$ cat src/rtl/pfc_consts.vh
// Constants for the privilege and function code unit
`ifndef PFC_CONSTS_VH
`define PFC_CONSTS_VH
// Function code values
`define PFC_FC_USER_DATA   3'h1
`define PFC_FC_USER_PROG   3'h2
`define PFC_FC_SUPV_DATA   3'h5
`define PFC_FC_SUPV_PROG   3'h6
`define PFC_FC_CPU_SPACE   3'h7
`define PFC_FC_NONE        3'h0
// Status word layout
`define PFC_SW_S_BIT       13
`define PFC_SW_RESET       16'h2700
`define PFC_SW_CCR_MASK    16'h00ff
// Instruction class codes
`define PFC_OP_NONE        4'h0
`define PFC_OP_HALT        4'h1
`define PFC_OP_DEV_RESET   4'h2
`define PFC_OP_LOAD_SW     4'h3
`define PFC_OP_AND_SW      4'h4
`define PFC_OP_OR_SW       4'h5
`define PFC_OP_XOR_SW      4'h6
`define PFC_OP_RETURN_EXC  4'h7
`define PFC_OP_USP_MOVE    4'h8
`define PFC_OP_AND_CCR     4'h9
`define PFC_OP_OR_CCR      4'ha
`define PFC_OP_XOR_CCR     4'hb
`define PFC_OP_LOAD_CCR    4'hc
// Bus master select
`define PFC_MST_CORE       3'h0
`define PFC_MST_BLK_DMA    3'h1
`define PFC_MST_SER_DMA    3'h2
`define PFC_MST_REFRESH    3'h3
`define PFC_MST_EXTERNAL   3'h4
`endif

$ cat src/rtl/pfc_unit.v
// Privilege state, stack select and bus function code unit
//
// Functional notes
// - Supervisor bit high means supervisor state
// - Drive three-bit function code every core cycle
// - DMA and refresh masters drive their codes
// - Decode function codes from external masters
// - Exception entry forces supervisor state
// - Exception bus cycles use supervisor codes
// - Exception stacking uses supervisor stack pointer
// - Halt and device reset refused in user
// - Whole status word writes need supervisor
// - User stack pointer moves are privileged
// - Supervisor instruction cycles get supervisor codes
// - Stack/register seven selects pointer by state
// - User to supervisor only via exceptions
// - Save old status word, then set supervisor
// - Four instructions may drop to user state
// - Exception steps: copy, vector, save, load
// - Interrupt acknowledge uses CPU space code
// - Immediate AND/OR/XOR on flags or whole word
`timescale 1ns/100ps
`include "pfc_consts.vh"
module pfc_unit
(
  sys_clk,
  rstn,
  op_valid,
  op_class,
  op_imm,
  exc_req,
  exc_is_int,
  exc_step_done,
  ret_word,
  bus_cycle,
  bus_program,
  bus_master,
  bus_int_ack,
  ext_fc_pin,
  status_word,
  supervisor,
  use_priv_sp,
  access_class,
  op_accept,
  op_refuse,
  halt_req,
  dev_reset_req,
  priv_violation,
  exc_step,
  saved_status_word,
  ext_class_valid,
  ext_supervisor,
  ext_program,
  ext_cpu_space
);
  input              sys_clk;
  input              rstn;
  input              op_valid;
  input  [3:0]       op_class;
  input  [15:0]      op_imm;
  input              exc_req;
  input              exc_is_int;
  input              exc_step_done;
  input  [15:0]      ret_word;
  input              bus_cycle;
  input              bus_program;
  input  [2:0]       bus_master;
  input              bus_int_ack;
  input  [2:0]       ext_fc_pin;
  output [15:0]      status_word;
  output             supervisor;
  output             use_priv_sp;
  output [2:0]       access_class;
  output             op_accept;
  output             op_refuse;
  output             halt_req;
  output             dev_reset_req;
  output             priv_violation;
  output [3:0]       exc_step;
  output [15:0]      saved_status_word;
  output             ext_class_valid;
  output             ext_supervisor;
  output             ext_program;
  output             ext_cpu_space;

  // ----------------------------------------------------------------
  // Exception sequencer states
  // ----------------------------------------------------------------
  localparam [4:0] ST_IDLE   = 5'b0_0001;
  localparam [4:0] ST_COPY   = 5'b0_0010;
  localparam [4:0] ST_VECTOR = 5'b0_0100;
  localparam [4:0] ST_SAVE   = 5'b0_1000;
  localparam [4:0] ST_LOAD   = 5'b1_0000;

  reg  [15:0]        sw_q;
  reg  [15:0]        sw_d;
  reg  [15:0]        saved_q;
  reg  [4:0]         st_q;
  reg  [4:0]         st_d;
  reg                pend_q;
  reg                pend_int_q;
  reg                pend_viol_q;
  reg  [2:0]         fc_q;
  reg  [2:0]         fc_d;
  reg                sp_q;
  reg                accept_q;
  reg                refuse_q;
  reg                halt_q;
  reg                devrst_q;
  reg                viol_q;
  reg  [2:0]         ext_sync1_q;
  reg  [2:0]         ext_sync2_q;
  reg                ext_valid_q;
  reg                ext_sup_q;
  reg                ext_prog_q;
  reg                ext_cpu_q;
  wire               sup_now;
  wire               in_exc;
  wire               privileged;
  wire               take_op;
  wire               bad_op;

  assign sup_now  = sw_q[`PFC_SW_S_BIT];
  assign in_exc   = ~st_q[0];
  assign privileged = (op_class == `PFC_OP_HALT) ||
                      (op_class == `PFC_OP_DEV_RESET) ||
                      (op_class == `PFC_OP_LOAD_SW) ||
                      (op_class == `PFC_OP_AND_SW) ||
                      (op_class == `PFC_OP_OR_SW) ||
                      (op_class == `PFC_OP_XOR_SW) ||
                      (op_class == `PFC_OP_RETURN_EXC) ||
                      (op_class == `PFC_OP_USP_MOVE);
  assign take_op  = op_valid & ~in_exc;
  assign bad_op   = take_op & privileged & ~sup_now;

  // ----------------------------------------------------------------
  // Exception sequencer
  // ----------------------------------------------------------------
  always @*
  begin
    st_d = st_q;
    case (st_q)
      ST_IDLE:
      begin
        if (exc_req | bad_op)
          st_d = ST_COPY;
      end
      ST_COPY:   st_d = ST_VECTOR;
      ST_VECTOR:
      begin
        if (exc_step_done)
          st_d = ST_SAVE;
      end
      ST_SAVE:
      begin
        if (exc_step_done)
          st_d = ST_LOAD;
      end
      ST_LOAD:
      begin
        if (exc_step_done)
          st_d = ST_IDLE;
      end
      default:   st_d = ST_IDLE;
    endcase
  end

  // ----------------------------------------------------------------
  // Status word update
  // ----------------------------------------------------------------
  always @*
  begin
    sw_d = sw_q;
    if (st_q == ST_COPY)
      sw_d[`PFC_SW_S_BIT] = 1'b1;
    else if (take_op & ~bad_op)
    begin
      case (op_class)
        `PFC_OP_LOAD_SW:    sw_d = op_imm;
        `PFC_OP_AND_SW:     sw_d = sw_q & op_imm;
        `PFC_OP_OR_SW:      sw_d = sw_q | op_imm;
        `PFC_OP_XOR_SW:     sw_d = sw_q ^ op_imm;
        `PFC_OP_RETURN_EXC: sw_d = ret_word;
        `PFC_OP_AND_CCR:    sw_d = sw_q & (op_imm | ~`PFC_SW_CCR_MASK);
        `PFC_OP_OR_CCR:     sw_d = sw_q | (op_imm & `PFC_SW_CCR_MASK);
        `PFC_OP_XOR_CCR:    sw_d = sw_q ^ (op_imm & `PFC_SW_CCR_MASK);
        `PFC_OP_LOAD_CCR:
          sw_d = (sw_q & ~`PFC_SW_CCR_MASK) | (op_imm & `PFC_SW_CCR_MASK);
        default:            sw_d = sw_q;
      endcase
      if (~sup_now)
        sw_d[`PFC_SW_S_BIT] = 1'b0;
    end
  end

  // ----------------------------------------------------------------
  // Function code selection
  // ----------------------------------------------------------------
  always @*
  begin
    fc_d = `PFC_FC_NONE;
    if (bus_cycle)
    begin
      case (bus_master)
        `PFC_MST_CORE:
        begin
          if (bus_int_ack)
            fc_d = `PFC_FC_CPU_SPACE;
          else if (sup_now | in_exc)
            fc_d = bus_program ? `PFC_FC_SUPV_PROG : `PFC_FC_SUPV_DATA;
          else
            fc_d = bus_program ? `PFC_FC_USER_PROG : `PFC_FC_USER_DATA;
        end
        `PFC_MST_BLK_DMA,
        `PFC_MST_SER_DMA,
        `PFC_MST_REFRESH:
          fc_d = bus_program ? `PFC_FC_SUPV_PROG : `PFC_FC_SUPV_DATA;
        default: fc_d = `PFC_FC_NONE;
      endcase
    end
  end

  // ----------------------------------------------------------------
  // Sequencer and status registers
  // ----------------------------------------------------------------
  always @(posedge sys_clk)
  begin
    if (!rstn)
    begin
      sw_q        <= `PFC_SW_RESET;
      saved_q     <= 16'h0000;
      st_q        <= ST_IDLE;
      pend_q      <= 1'b0;
      pend_int_q  <= 1'b0;
      pend_viol_q <= 1'b0;
      sp_q        <= 1'b1;
    end
    else
    begin
      st_q     <= st_d;
      sw_q     <= sw_d;
      if ((st_q == ST_IDLE) && st_d[1])
      begin
        pend_viol_q <= bad_op;
        pend_int_q  <= exc_is_int & ~bad_op;
      end
      if (st_q == ST_COPY)
        saved_q <= sw_q;
      pend_q   <= in_exc;
      sp_q     <= sw_d[`PFC_SW_S_BIT] | st_d[1] | in_exc;
    end
  end

  // ----------------------------------------------------------------
  // Function code register
  // ----------------------------------------------------------------
  always @(posedge sys_clk)
  begin
    if (!rstn)
    begin
      fc_q     <= `PFC_FC_NONE;
    end
    else
    begin
      fc_q     <= fc_d;
    end
  end

  // ----------------------------------------------------------------
  // Instruction result pulses
  // ----------------------------------------------------------------
  always @(posedge sys_clk)
  begin
    if (!rstn)
    begin
      accept_q <= 1'b0;
      refuse_q <= 1'b0;
      halt_q   <= 1'b0;
      devrst_q <= 1'b0;
      viol_q   <= 1'b0;
    end
    else
    begin
      accept_q <= take_op & ~bad_op;
      refuse_q <= bad_op;
      viol_q   <= bad_op;
      halt_q   <= take_op & ~bad_op & (op_class == `PFC_OP_HALT);
      devrst_q <= take_op & ~bad_op & (op_class == `PFC_OP_DEV_RESET);
    end
  end

  // ----------------------------------------------------------------
  // External code synchroniser
  // ----------------------------------------------------------------
  // Pins are asynchronous; only the second stage feeds the decode
  always @(posedge sys_clk)
  begin
    if (!rstn)
    begin
      ext_sync1_q <= 3'h0;
      ext_sync2_q <= 3'h0;
    end
    else
    begin
      ext_sync1_q <= ext_fc_pin;
      ext_sync2_q <= ext_sync1_q;
    end
  end

  // ----------------------------------------------------------------
  // External code decode
  // ----------------------------------------------------------------
  always @(posedge sys_clk)
  begin
    if (!rstn)
    begin
      ext_valid_q <= 1'b0;
      ext_sup_q   <= 1'b0;
      ext_prog_q  <= 1'b0;
      ext_cpu_q   <= 1'b0;
    end
    else
    begin
      ext_valid_q <= (ext_sync2_q == `PFC_FC_USER_DATA) |
                     (ext_sync2_q == `PFC_FC_USER_PROG) |
                     (ext_sync2_q == `PFC_FC_SUPV_DATA) |
                     (ext_sync2_q == `PFC_FC_SUPV_PROG) |
                     (ext_sync2_q == `PFC_FC_CPU_SPACE);
      // Unassigned codes never count as supervisor
      ext_sup_q   <= (ext_sync2_q == `PFC_FC_SUPV_DATA) |
                     (ext_sync2_q == `PFC_FC_SUPV_PROG) |
                     (ext_sync2_q == `PFC_FC_CPU_SPACE);
      ext_prog_q  <= (ext_sync2_q == `PFC_FC_USER_PROG) |
                     (ext_sync2_q == `PFC_FC_SUPV_PROG);
      ext_cpu_q   <= (ext_sync2_q == `PFC_FC_CPU_SPACE);
    end
  end

  assign status_word       = sw_q;
  assign supervisor        = sw_q[`PFC_SW_S_BIT];
  assign use_priv_sp       = sp_q;
  assign access_class      = fc_q;
  assign op_accept         = accept_q;
  assign op_refuse         = refuse_q;
  assign halt_req          = halt_q;
  assign dev_reset_req     = devrst_q;
  assign priv_violation    = viol_q;
  assign exc_step          = st_q[4:1];
  assign saved_status_word = saved_q;
  assign ext_class_valid   = ext_valid_q;
  assign ext_supervisor    = ext_sup_q;
  assign ext_program       = ext_prog_q;
  assign ext_cpu_space     = ext_cpu_q;
endmodule

$ cat config.mk
export PLATFORM = sky130hd
export DESIGN_NAME = pfc_unit
export DESIGN_NICKNAME = d
export VERILOG_FILES = /design/src/rtl/pfc_unit.v
export VERILOG_INCLUDE_DIRS = /design/src /design/src/rtl
export SDC_FILE = /design/constraint.sdc
export NUM_CORES = 1
export LEC_CHECK = 0
export ABC_AREA = 1
export BUFFER_PORTS_ARGS = -buffer_cell sky130_fd_sc_hd__buf_4
export CAP_MARGIN = 0
export CORE_MARGIN = 1.5
export CORE_UTILIZATION = 52
export CTS_CLUSTER_DIAMETER = 40
export CTS_CLUSTER_SIZE = 24
export DETAILED_ROUTE_END_ITERATION = 8
export PLACE_DENSITY = 0.9
export SYNTH_ARGS = -nofsm -noshare
export SYNTH_HDL_FRONTEND = slang
export SYNTH_SLANG_ARGS = --single-unit
$ cat constraint.sdc
create_clock -name sys_clk -period 1.5 [get_ports sys_clk]
set_clock_uncertainty 0.1 [all_clocks]
set_input_delay 0.225 -clock sys_clk [delete_from_list [all_inputs] [get_ports sys_clk]]
set_output_delay 0.225 -clock sys_clk [all_outputs]
set_load 0.05 [all_outputs]
# --- Word level (Yosys, flattened, before mapping) ---
# Cells that the tools add are included.
totals:
  reg_bits: 55
  out_inout_bits: 50
  elab_cells: 101
classes:
  mux: 14
  n_reduce_logical: 13
  n_eq_ne: 29
  bitwise: 28
ops:
  columns: ["op", "n"]
  rows:
  - ["16-bit one-hot mux with 9 select lines", 1]
  - ["16-bit AND", 2]
  - ["16-bit by 8-bit OR with 16-bit output", 2]
  - ["5-bit one-hot mux with 5 select lines", 1]
  - ["4-bit equality test, second input constant", 5]
  - ["5-bit two-way mux", 4]
  - ["4-bit by 3-bit equality test with 1-bit output, second input constant", 4]
  - ["16-bit OR", 1]
  - ["16-bit bitwise XOR", 1]
  - ["16-bit by 8-bit bitwise XOR with 16-bit output", 1]
  - ["14-bit two-way mux", 1]
  - ["1-bit OR", 11]
  - ["3-bit by 2-bit equality test with 1-bit output, second input constant", 3]
  - ["3-bit equality test, second input constant", 3]
  - ["9-bit nonzero test", 1]
  - ["4-bit by 2-bit equality test with 1-bit output, second input constant", 2]
  - ["2-bit inequality test, second input constant", 4]
  - ["1-bit logical OR", 7]
  - ["1-bit AND", 6]
  - ["3-bit by 1-bit equality test with 1-bit output, second input constant", 2]
  - ["3-bit two-way mux", 2]
  - ["3-bit one-hot mux with 2 select lines", 1]
  - ["5-bit by 1-bit equality test with 1-bit output, second input constant", 1]
  - ["5-bit by 2-bit equality test with 1-bit output, second input constant", 1]
  - ["12 further kinds", 17]

# --- Depth between registers and ports, before layout ---
# Gate-level depths: netlist of run 1.
depth:
  word_depth: 16
  mapped_depth: 10

# --- Worst setup path after synthesis of run 1 ---
# Ideal clock, no wire load.
synth_timing:
  path_kind: "reg2reg"
  from: "register sw_q[13] (netlist: status_word[13])"
  to: "register sw_q[9] (netlist: status_word[9])"
  required_ns: 1.281
  synth_period_minus_slack_ns: 1.739
  setup_slack_ns: -0.239
  t_arrival_ns: 1.520
  path_stages_with_launch: 9
  setup_ns: 0.119
  cell_sequence: "dfxtp_1 > inv_1 > nand2_1 > nor2_1 > nand3_2 > nand3_1 > buf_2 > a21oi_1 > nand2_1"
synth_between:
  elab_chain_len: 5
synth_rtl:
  columns: ["element", "line_no", "text"]
  rows:
  - ["start: declaration", "pfc_unit.v:95", "reg [15:0] sw_q;"]
  - ["start signal: assignment", "pfc_unit.v:230", "sw_q <= `PFC_SW_RESET;"]
  - ["start signal: assignment", "pfc_unit.v:241", "sw_q <= sw_d;"]
  - ["1-bit NOT", null, null]
  - ["1-bit AND", "pfc_unit.v:134", "assign bad_op = take_op & privileged & ~sup_now;"]
  - ["1-bit NOT", "pfc_unit.v:176", "else if (take_op & ~bad_op)"]
  - ["1-bit AND", "pfc_unit.v:176", null]
  - ["3-bit AND reduction (no source line)", null, null]
# No other way between the ends.
# A chain may end at the register's enable or synchronous reset.

# --- Worst setup path after layout of run 1 ---
layout_timing:
  from: "register sw_q[12] (netlist: status_word[12])"
  to: "register sw_q[12] (netlist: status_word[12])"
layout_between:
  elab_chain_len: 2
  elab_cells_between_ends: 8
  cone_classes: "mux: 1; bitwise: 7"
layout_rtl:
  columns: ["element", "line_no", "text"]
  rows:
  - ["16-bit by 8-bit OR with 16-bit output, or another cell as far along", "pfc_unit.v:188", "sw_d = (sw_q & ~`PFC_SW_CCR_MASK) | (op_imm & `PFC_SW_CCR_MASK);"]
  - ["16-bit one-hot mux with 9 select lines *", "pfc_unit.v:178", "case (op_class)"]
# Mark *: on every way between the ends. The rest lies on a longest branch, timed or not.

==> results.ini, run 1 <==
[cts]
htree_num_levels = 2
cts_tree = yes
cts.clk_slew.worst_paths_ns = 0.11
root_buffer = clkbuf_8
cts.sinks = 55
numCtsBuffers = 5
clk_path_buf_depth = 2
clk-insertion-delay-late_ns = 0.32

[yosys]
synth_area_per_cell_um2 = 6.51
ys_ff_latch = 55
ys.flop_type = dfxtp_1
synth.area.top_cells = dfxtp_1 (33%), nand2_1 (18%), ha_1 (13%)
synthMostInstantiatedCell = nand2_1
synthTopCellsByCount = nand2_1 (163), inv_1 (85), dfxtp_1 (55)
seq_area_frac_synth_pct = 33.0
syn_inst = 513
syn_nets = 600
synth_cell_types = 23
netlist_area_mm2 = 0.00334
netlist.area_leader.share_pct = 33.0
yosysWarnings = 0
async_flop_share_pct = 0
yosys.area.top_type = dfxtp_1
synth_edf_count = 0

[sta]
fin_tns_setup_ns = 0
clock.fmax_mhz = 673
final.period_utilization_pct = 99.1
holdWs_ns = 0.0560
fin_ws_ns = 0.0134
slew_headroom_pct = 73.1
tightest_slew_ns = 0.400
rsz0062_at_grt = true
finalSetupViolCount = 0
final_max_slew_viol_count = 0
hold_viol = 0
min_period_ns = 1.49

[setup_path]
cp_max_fo = 4
end_kind = register
rr_worst_depth = 8
cp-start-kind = register
path_class = reg -> reg
crit_arrival_ns = 1.64
crit_required_ns = 1.65

[placement]
pre_cts_slack_ns = -0.116
numPortBuffers = 99
gp_congestion = 0.905
dp_hpwl_mm = 7.22

[global_route]
grt_pass1_vias = 3498
grt_max_degree = 34
antenna_found_initial = 0
grtUsageTotal_pct = 27.3
grt_overflow = 0
grt_pass1_wl_mm = 15.5

[detailed_routing]
firstDrtPassIters = 5
drt-total-wl_mm = 10.2
drc = 0
ant_nets = 0
drt-initial-drc-count = 232
vias = 3734
drt-vias-per-instance = 5.12
wl_per_cell_um = 13.9

[floorplan]
rows = 29
coreArea_mm2 = 0.00628
die_y_um = 83.1
pin_count = 101
die_x_um = 83.1
start_util_pct = 53.2
dieArea_mm2 = 0.00691

[power]
p_leak_nw = 2.63
power.total_mw = 3.67
power_density_mw_per_mm2 = 763
max-vdd-ir-drop_v = 0.000623

[finish]
area_growth_pct = 44.1
layout.nets = 739
num_antenna_cells = 0
n_fill_cell = 438
final_util_pct = 76.6
final_layout_size_suffix_gt1_share_pct = 32.5

[hold_path]
holdPathStages = 3
min_path_type = in -> reg

[run_status]
status = finished, final reports clean

[run]
drv_cap = 0

per-layer routing:
layer	track usage, %	routed length, um	vias up
met3	4.57	759	25
met4	8.03	237	0
met2	48.6	5120	176
met1	33.9	4050	1686
met5	0	0	-
li1	-	-	1847
path summary, 6_finish.rpt:
kind	from	end	slack, ns
worst min register to register	ext_sync1_q[0]	ext_sync2_q[0]	0.33
worst max register to register	status_word[12]	status_word[12]	0.01
worst min-delay path	exc_step_done	st_q[3]	0.06
worst max-delay path	status_word[12]	status_word[12]	0.01
metrics by stage:
stage	instances	instance area (um2)
2_1_floorplan	513	3360
3_3_place_gp	710	4440
3_5_place_dp	710	4440
4_1_cts	723	4590
5_1_grt	730	4810
6_report	730	4810
critical path: stages (launching register included):
cell	delay, ns
dfxtp_2	0.40
inv_1	0.08
ha_1	0.30
nand2_1	0.09
o21ai_0	0.12
inv_1	0.06
nand2_1	0.07
nand2_1	0.05
a21oi_1	0.14
flip-flops by register name, summed over array words and instances (netlist names):
signal             count
use_priv_sp            1
op_accept              1
priv_violation         1
ext_supervisor         1
ext_class_valid        1
st_q                   5
access_class           3
dev_reset_req          1
ext_cpu_space          1
ext_sync2_q            3
status_word           16
halt_req               1
ext_sync1_q            3
saved_status_word     16
ext_program            1
cell usage in the layout, fill, tap and decap left out, types with 10 or more instances in the layout:
cell type	n
o21ai_2	10
a21oi_1	31
nand3_1	18
buf_4	135
nor2_1	48
dfxtp_2	16
dfxtp_1	36
ha_1	35
inv_1	81
nand2_1	161
cell families after synthesis:
| kind of cell | count (synthesis) | synth area share, % |
|---|---|---|
| AO/OA/AOI/OAI | 63 | 9.86 |
| AND/OR/NAND/NOR | 253 | 30.8 |
| buffers and inverters | 106 | 12.8 |
| flip-flops | 55 | 33.0 |
| adder cells (fa/ha/maj) | 36 | 13.5 |
cell type report:
type                            count  area (um2)  share of cell area [%]
Tap cell                           77        96.3                    2.00
Clock buffer                        5        68.8                    1.43
Timing Repair Buffer              149        1250                    26.0
Sequential cell                    55        1130                    23.5
Multi-Input combinational cell    352        1900                    39.5
Inverter                           89         334                    6.94
Clock inverter                      3        26.3                   0.546
power by group:
group | internal [mW] | switching (mW) | leakage, nW
registers | 1.54 | 0.0685 | 0.455
logic | 0.458 | 0.709 | 2.12
clock network | 0.346 | 0.547 | 0.0506
total | 2.35 | 1.32 | 2.63
timing repair:
| item | in CTS | in global routing |
|---|---|---|
| pin swaps | 1 | 11 |
| hold endpoints to repair | 4 | 0 |
| buffers inserted | 1 | 4 |
| hold buffers | 4 | 0 |
| gates cloned | 0 | 3 |
| setup endpoints to repair | 6 | 29 |
| resized for setup | 2 | 49 |
(Power assumes the default switching activity.)
==> run 2: changes to the inputs <==
--- a/config.mk
+++ b/config.mk
@@ -8,13 +8,14 @@
 export LEC_CHECK = 0
 export ABC_AREA = 1
 export BUFFER_PORTS_ARGS = -buffer_cell sky130_fd_sc_hd__buf_4
-export CAP_MARGIN = 0
+export CELL_PAD_IN_SITES_DETAIL_PLACEMENT = 1
+export CELL_PAD_IN_SITES_GLOBAL_PLACEMENT = 1
 export CORE_MARGIN = 1.5
-export CORE_UTILIZATION = 52
+export CORE_UTILIZATION = 35
 export CTS_CLUSTER_DIAMETER = 40
 export CTS_CLUSTER_SIZE = 24
 export DETAILED_ROUTE_END_ITERATION = 8
-export PLACE_DENSITY = 0.9
+export PLACE_DENSITY = 0.88
 export SYNTH_ARGS = -nofsm -noshare
 export SYNTH_HDL_FRONTEND = slang
 export SYNTH_SLANG_ARGS = --single-unit
==> run 2 against run 1 <==
Power up 1.2%. First-iteration DRC count decreased by 46%. Routed wire length is 20% higher. Highest routed layer unchanged. Die area increased by 47%. Sequential share of layout area increased by 0.068 points. Critical endpoint is now status_word[11]. Cell count increased by 5.9%. Worst setup slack better by 0.019 ns. Global-route usage is 4.0 points lower. Clock power grew 3.4%. Flip-flop and latch count did not move.
==> results.ini, run 2 (synthesis results as in run 1) <==
[run_status]
status = finished, final reports clean

[cts]
clk_path_buf_depth = 2  ; unchanged
root_buffer = clkbuf_8
htree_num_levels = 2  ; unchanged
numCtsBuffers = 5  ; unchanged
cts_tree = yes
cts.clk_slew.worst_paths_ns = 0.12  ; about the same
cts.sinks = 55  ; unchanged
clk-insertion-delay-late_ns = 0.32  ; about the same

[global_route]
grt_overflow = 0  ; unchanged
grt_pass1_vias = 4042  ; +16%
grt_max_degree = 35  ; +2.9%
grtUsageTotal_pct = 23.4  ; -4.0 points
antenna_found_initial = 0  ; unchanged
grt_pass1_wl_mm = 18.7  ; +21%

[floorplan]
dieArea_mm2 = 0.0101  ; +47%
die_y_um = 101  ; +21%
start_util_pct = 36.1  ; -17 points
die_x_um = 101  ; +21%
rows = 35  ; +21%
coreArea_mm2 = 0.00924  ; +47%
pin_count = 101  ; unchanged

[sta]
fin_tns_setup_ns = 0  ; unchanged
tightest_slew_ns = 0.385  ; -0.0151 ns
final_max_slew_viol_count = 0  ; unchanged
rsz0062_at_grt = true
hold_viol = 0  ; unchanged
clock.fmax_mhz = 681  ; +1.3%
final.period_utilization_pct = 97.9  ; -1.3 points
min_period_ns = 1.47  ; -0.0188 ns
slew_headroom_pct = 74.4  ; +1.2 points
finalSetupViolCount = 0  ; unchanged

[finish]
multi_input_area_mm2 = 0.00189  ; -0.59%
instances_no_fill = 773  ; +5.9%
n_fill_cell = 1223  ; +180%
num_antenna_cells = 0  ; unchanged
layout.nets = 730  ; -1.2%
layout_commonest_cell = nand2_1
regArea_mm2 = 0.00113  ; -0.44%
area_growth_pct = 43.1
most-common-layout-cells = nand2_1 (158), buf_4 (127), inv_1 (82)
final_layout_size_suffix_gt1_share_pct = 29.7  ; -2.8 points

[detailed_routing]
drc = 0  ; unchanged
drt-initial-drc-count = 125  ; -46%
vias = 3773  ; +1.0%
wl_per_cell_um = 15.8  ; +13%
firstDrtPassIters = 4  ; -1
drt-met1-wl_mm = 4.78  ; +18%
top_layer_used = met4
wl_met2_mm = 6.27  ; +22%
drt-vias-per-instance = 4.88  ; -4.6%
ant_nets = 0  ; unchanged
wl_met3_um = 755  ; -0.53%
drt-total-wl_mm = 12.2  ; +20%

[power]
p_seq_share_pct = 43.4  ; -0.5 points
power_density_mw_per_mm2 = 778  ; +1.9%
power_switching_mw = 1.38  ; +3.8%
p_int_mw = 2.34  ; -0.29%
comb_power_share_pct = 31.8  ; about the same
p_leak_nw = 2.58  ; -1.7%
power_frac_clock_pct = 24.8  ; +0.5 points
max-vdd-ir-drop_v = 0.000517  ; -17%
netSwitchingFraction_pct = 37.0  ; +0.94 points

[setup_path]
cpPeakStageDelay_ns = 0.38  ; -0.02 ns
crit_path_cell_trace = inv_4 > nand2_4 > nor2_4 > nand3_4 > nand2_4 > nor2_4 > clkbuf_16 > nand2_1 > a21oi_2
cp_max_fo = 6  ; +2
end_kind = register
cp_slowest_cell = dfxtp_4
crit_required_ns = 1.65  ; about the same
cp-start-kind = register
path_class = reg -> reg
crit_arrival_ns = 1.62  ; -0.02 ns

[run]
drv_cap = 0  ; unchanged

[placement]
numPortBuffers = 99  ; unchanged
dp_hpwl_mm = 8.76  ; +21%
gp_congestion = 0.932  ; +2.9%
dp.cells = 753  ; +6.1%

[hold_path]
min_path_type = in -> reg

==> run 2: power groups by stage <==
stage	sequential (mW)	clock (mW)	combinational [mW]
after floorplan	1.85	0	0.420
after global routing	1.62	1.00	1.28
after detailed placement	1.64	0	1.08
after global placement	1.63	0	1.02
final	1.61	0.923	1.18
after CTS	1.61	0.931	1.12
==> run 2: per-stage QoR <==
step	hold WS [ns]	utilization (%)	power, mW	cell area [um2]	setup slack [ns]
floorplan	0.221	-	2.27	3360	-0.107
global placement	0.294	48.0	2.66	4440	-0.0426
detailed placement	0.300	48.0	2.72	4440	-0.151
CTS	0.0502	50.0	3.66	4620	-0.000881
global route	0.0683	51.7	3.91	4780	-0.0526
finish	0.0583	51.7	3.72	4780	0.0322
==> run 2: worst paths after layout <==
check                                     start               to  slack (ns)  cells past startpoint
worst min-delay path                bus_int_ack  access_class[2]        0.06                      3
worst max register to register  status_word[13]  status_word[11]        0.03                      9
worst max-delay path            status_word[13]  status_word[11]        0.03                      9
worst min register to register   ext_sync1_q[1]   ext_sync2_q[1]        0.33                      2
==> run 2: final cells by class <==
| class | instances | share of cell area [%] |
|---|---|---|
| Clock inverter | 3 | 0.603 |
| Clock buffer | 5 | 1.44 |
| Multi-Input combinational cell | 352 | 39.6 |
| Sequential cell | 55 | 23.6 |
| Tap cell | 129 | 3.38 |
| Timing Repair Buffer | 140 | 24.3 |
| Inverter | 89 | 7.05 |
==> run 2: routing by layer <==
layer,up-vias,track usage (%)
met4,0,8.67
met5,-,0
met2,118,44.0
met3,31,5.13
met1,1799,25.4
li1,1825,-
==> run 2: critical path, delay by kind of cell (launching register included) <==
family                 cells  cell delay (ns)
AO/OA/AOI/OAI              1             0.12
buffers and inverters      2             0.22
flip-flops                 1             0.38
AND/OR/NAND/NOR            6             0.56
==> run 2: timing repair <==
action	4_1_cts	5_1_grt
buffers inserted	1	4
hold endpoints to repair	4	0
pin swaps	3	10
gates resized for setup	8	21
setup endpoints to repair	18	33
hold buffers	4	0
cloned	1	2
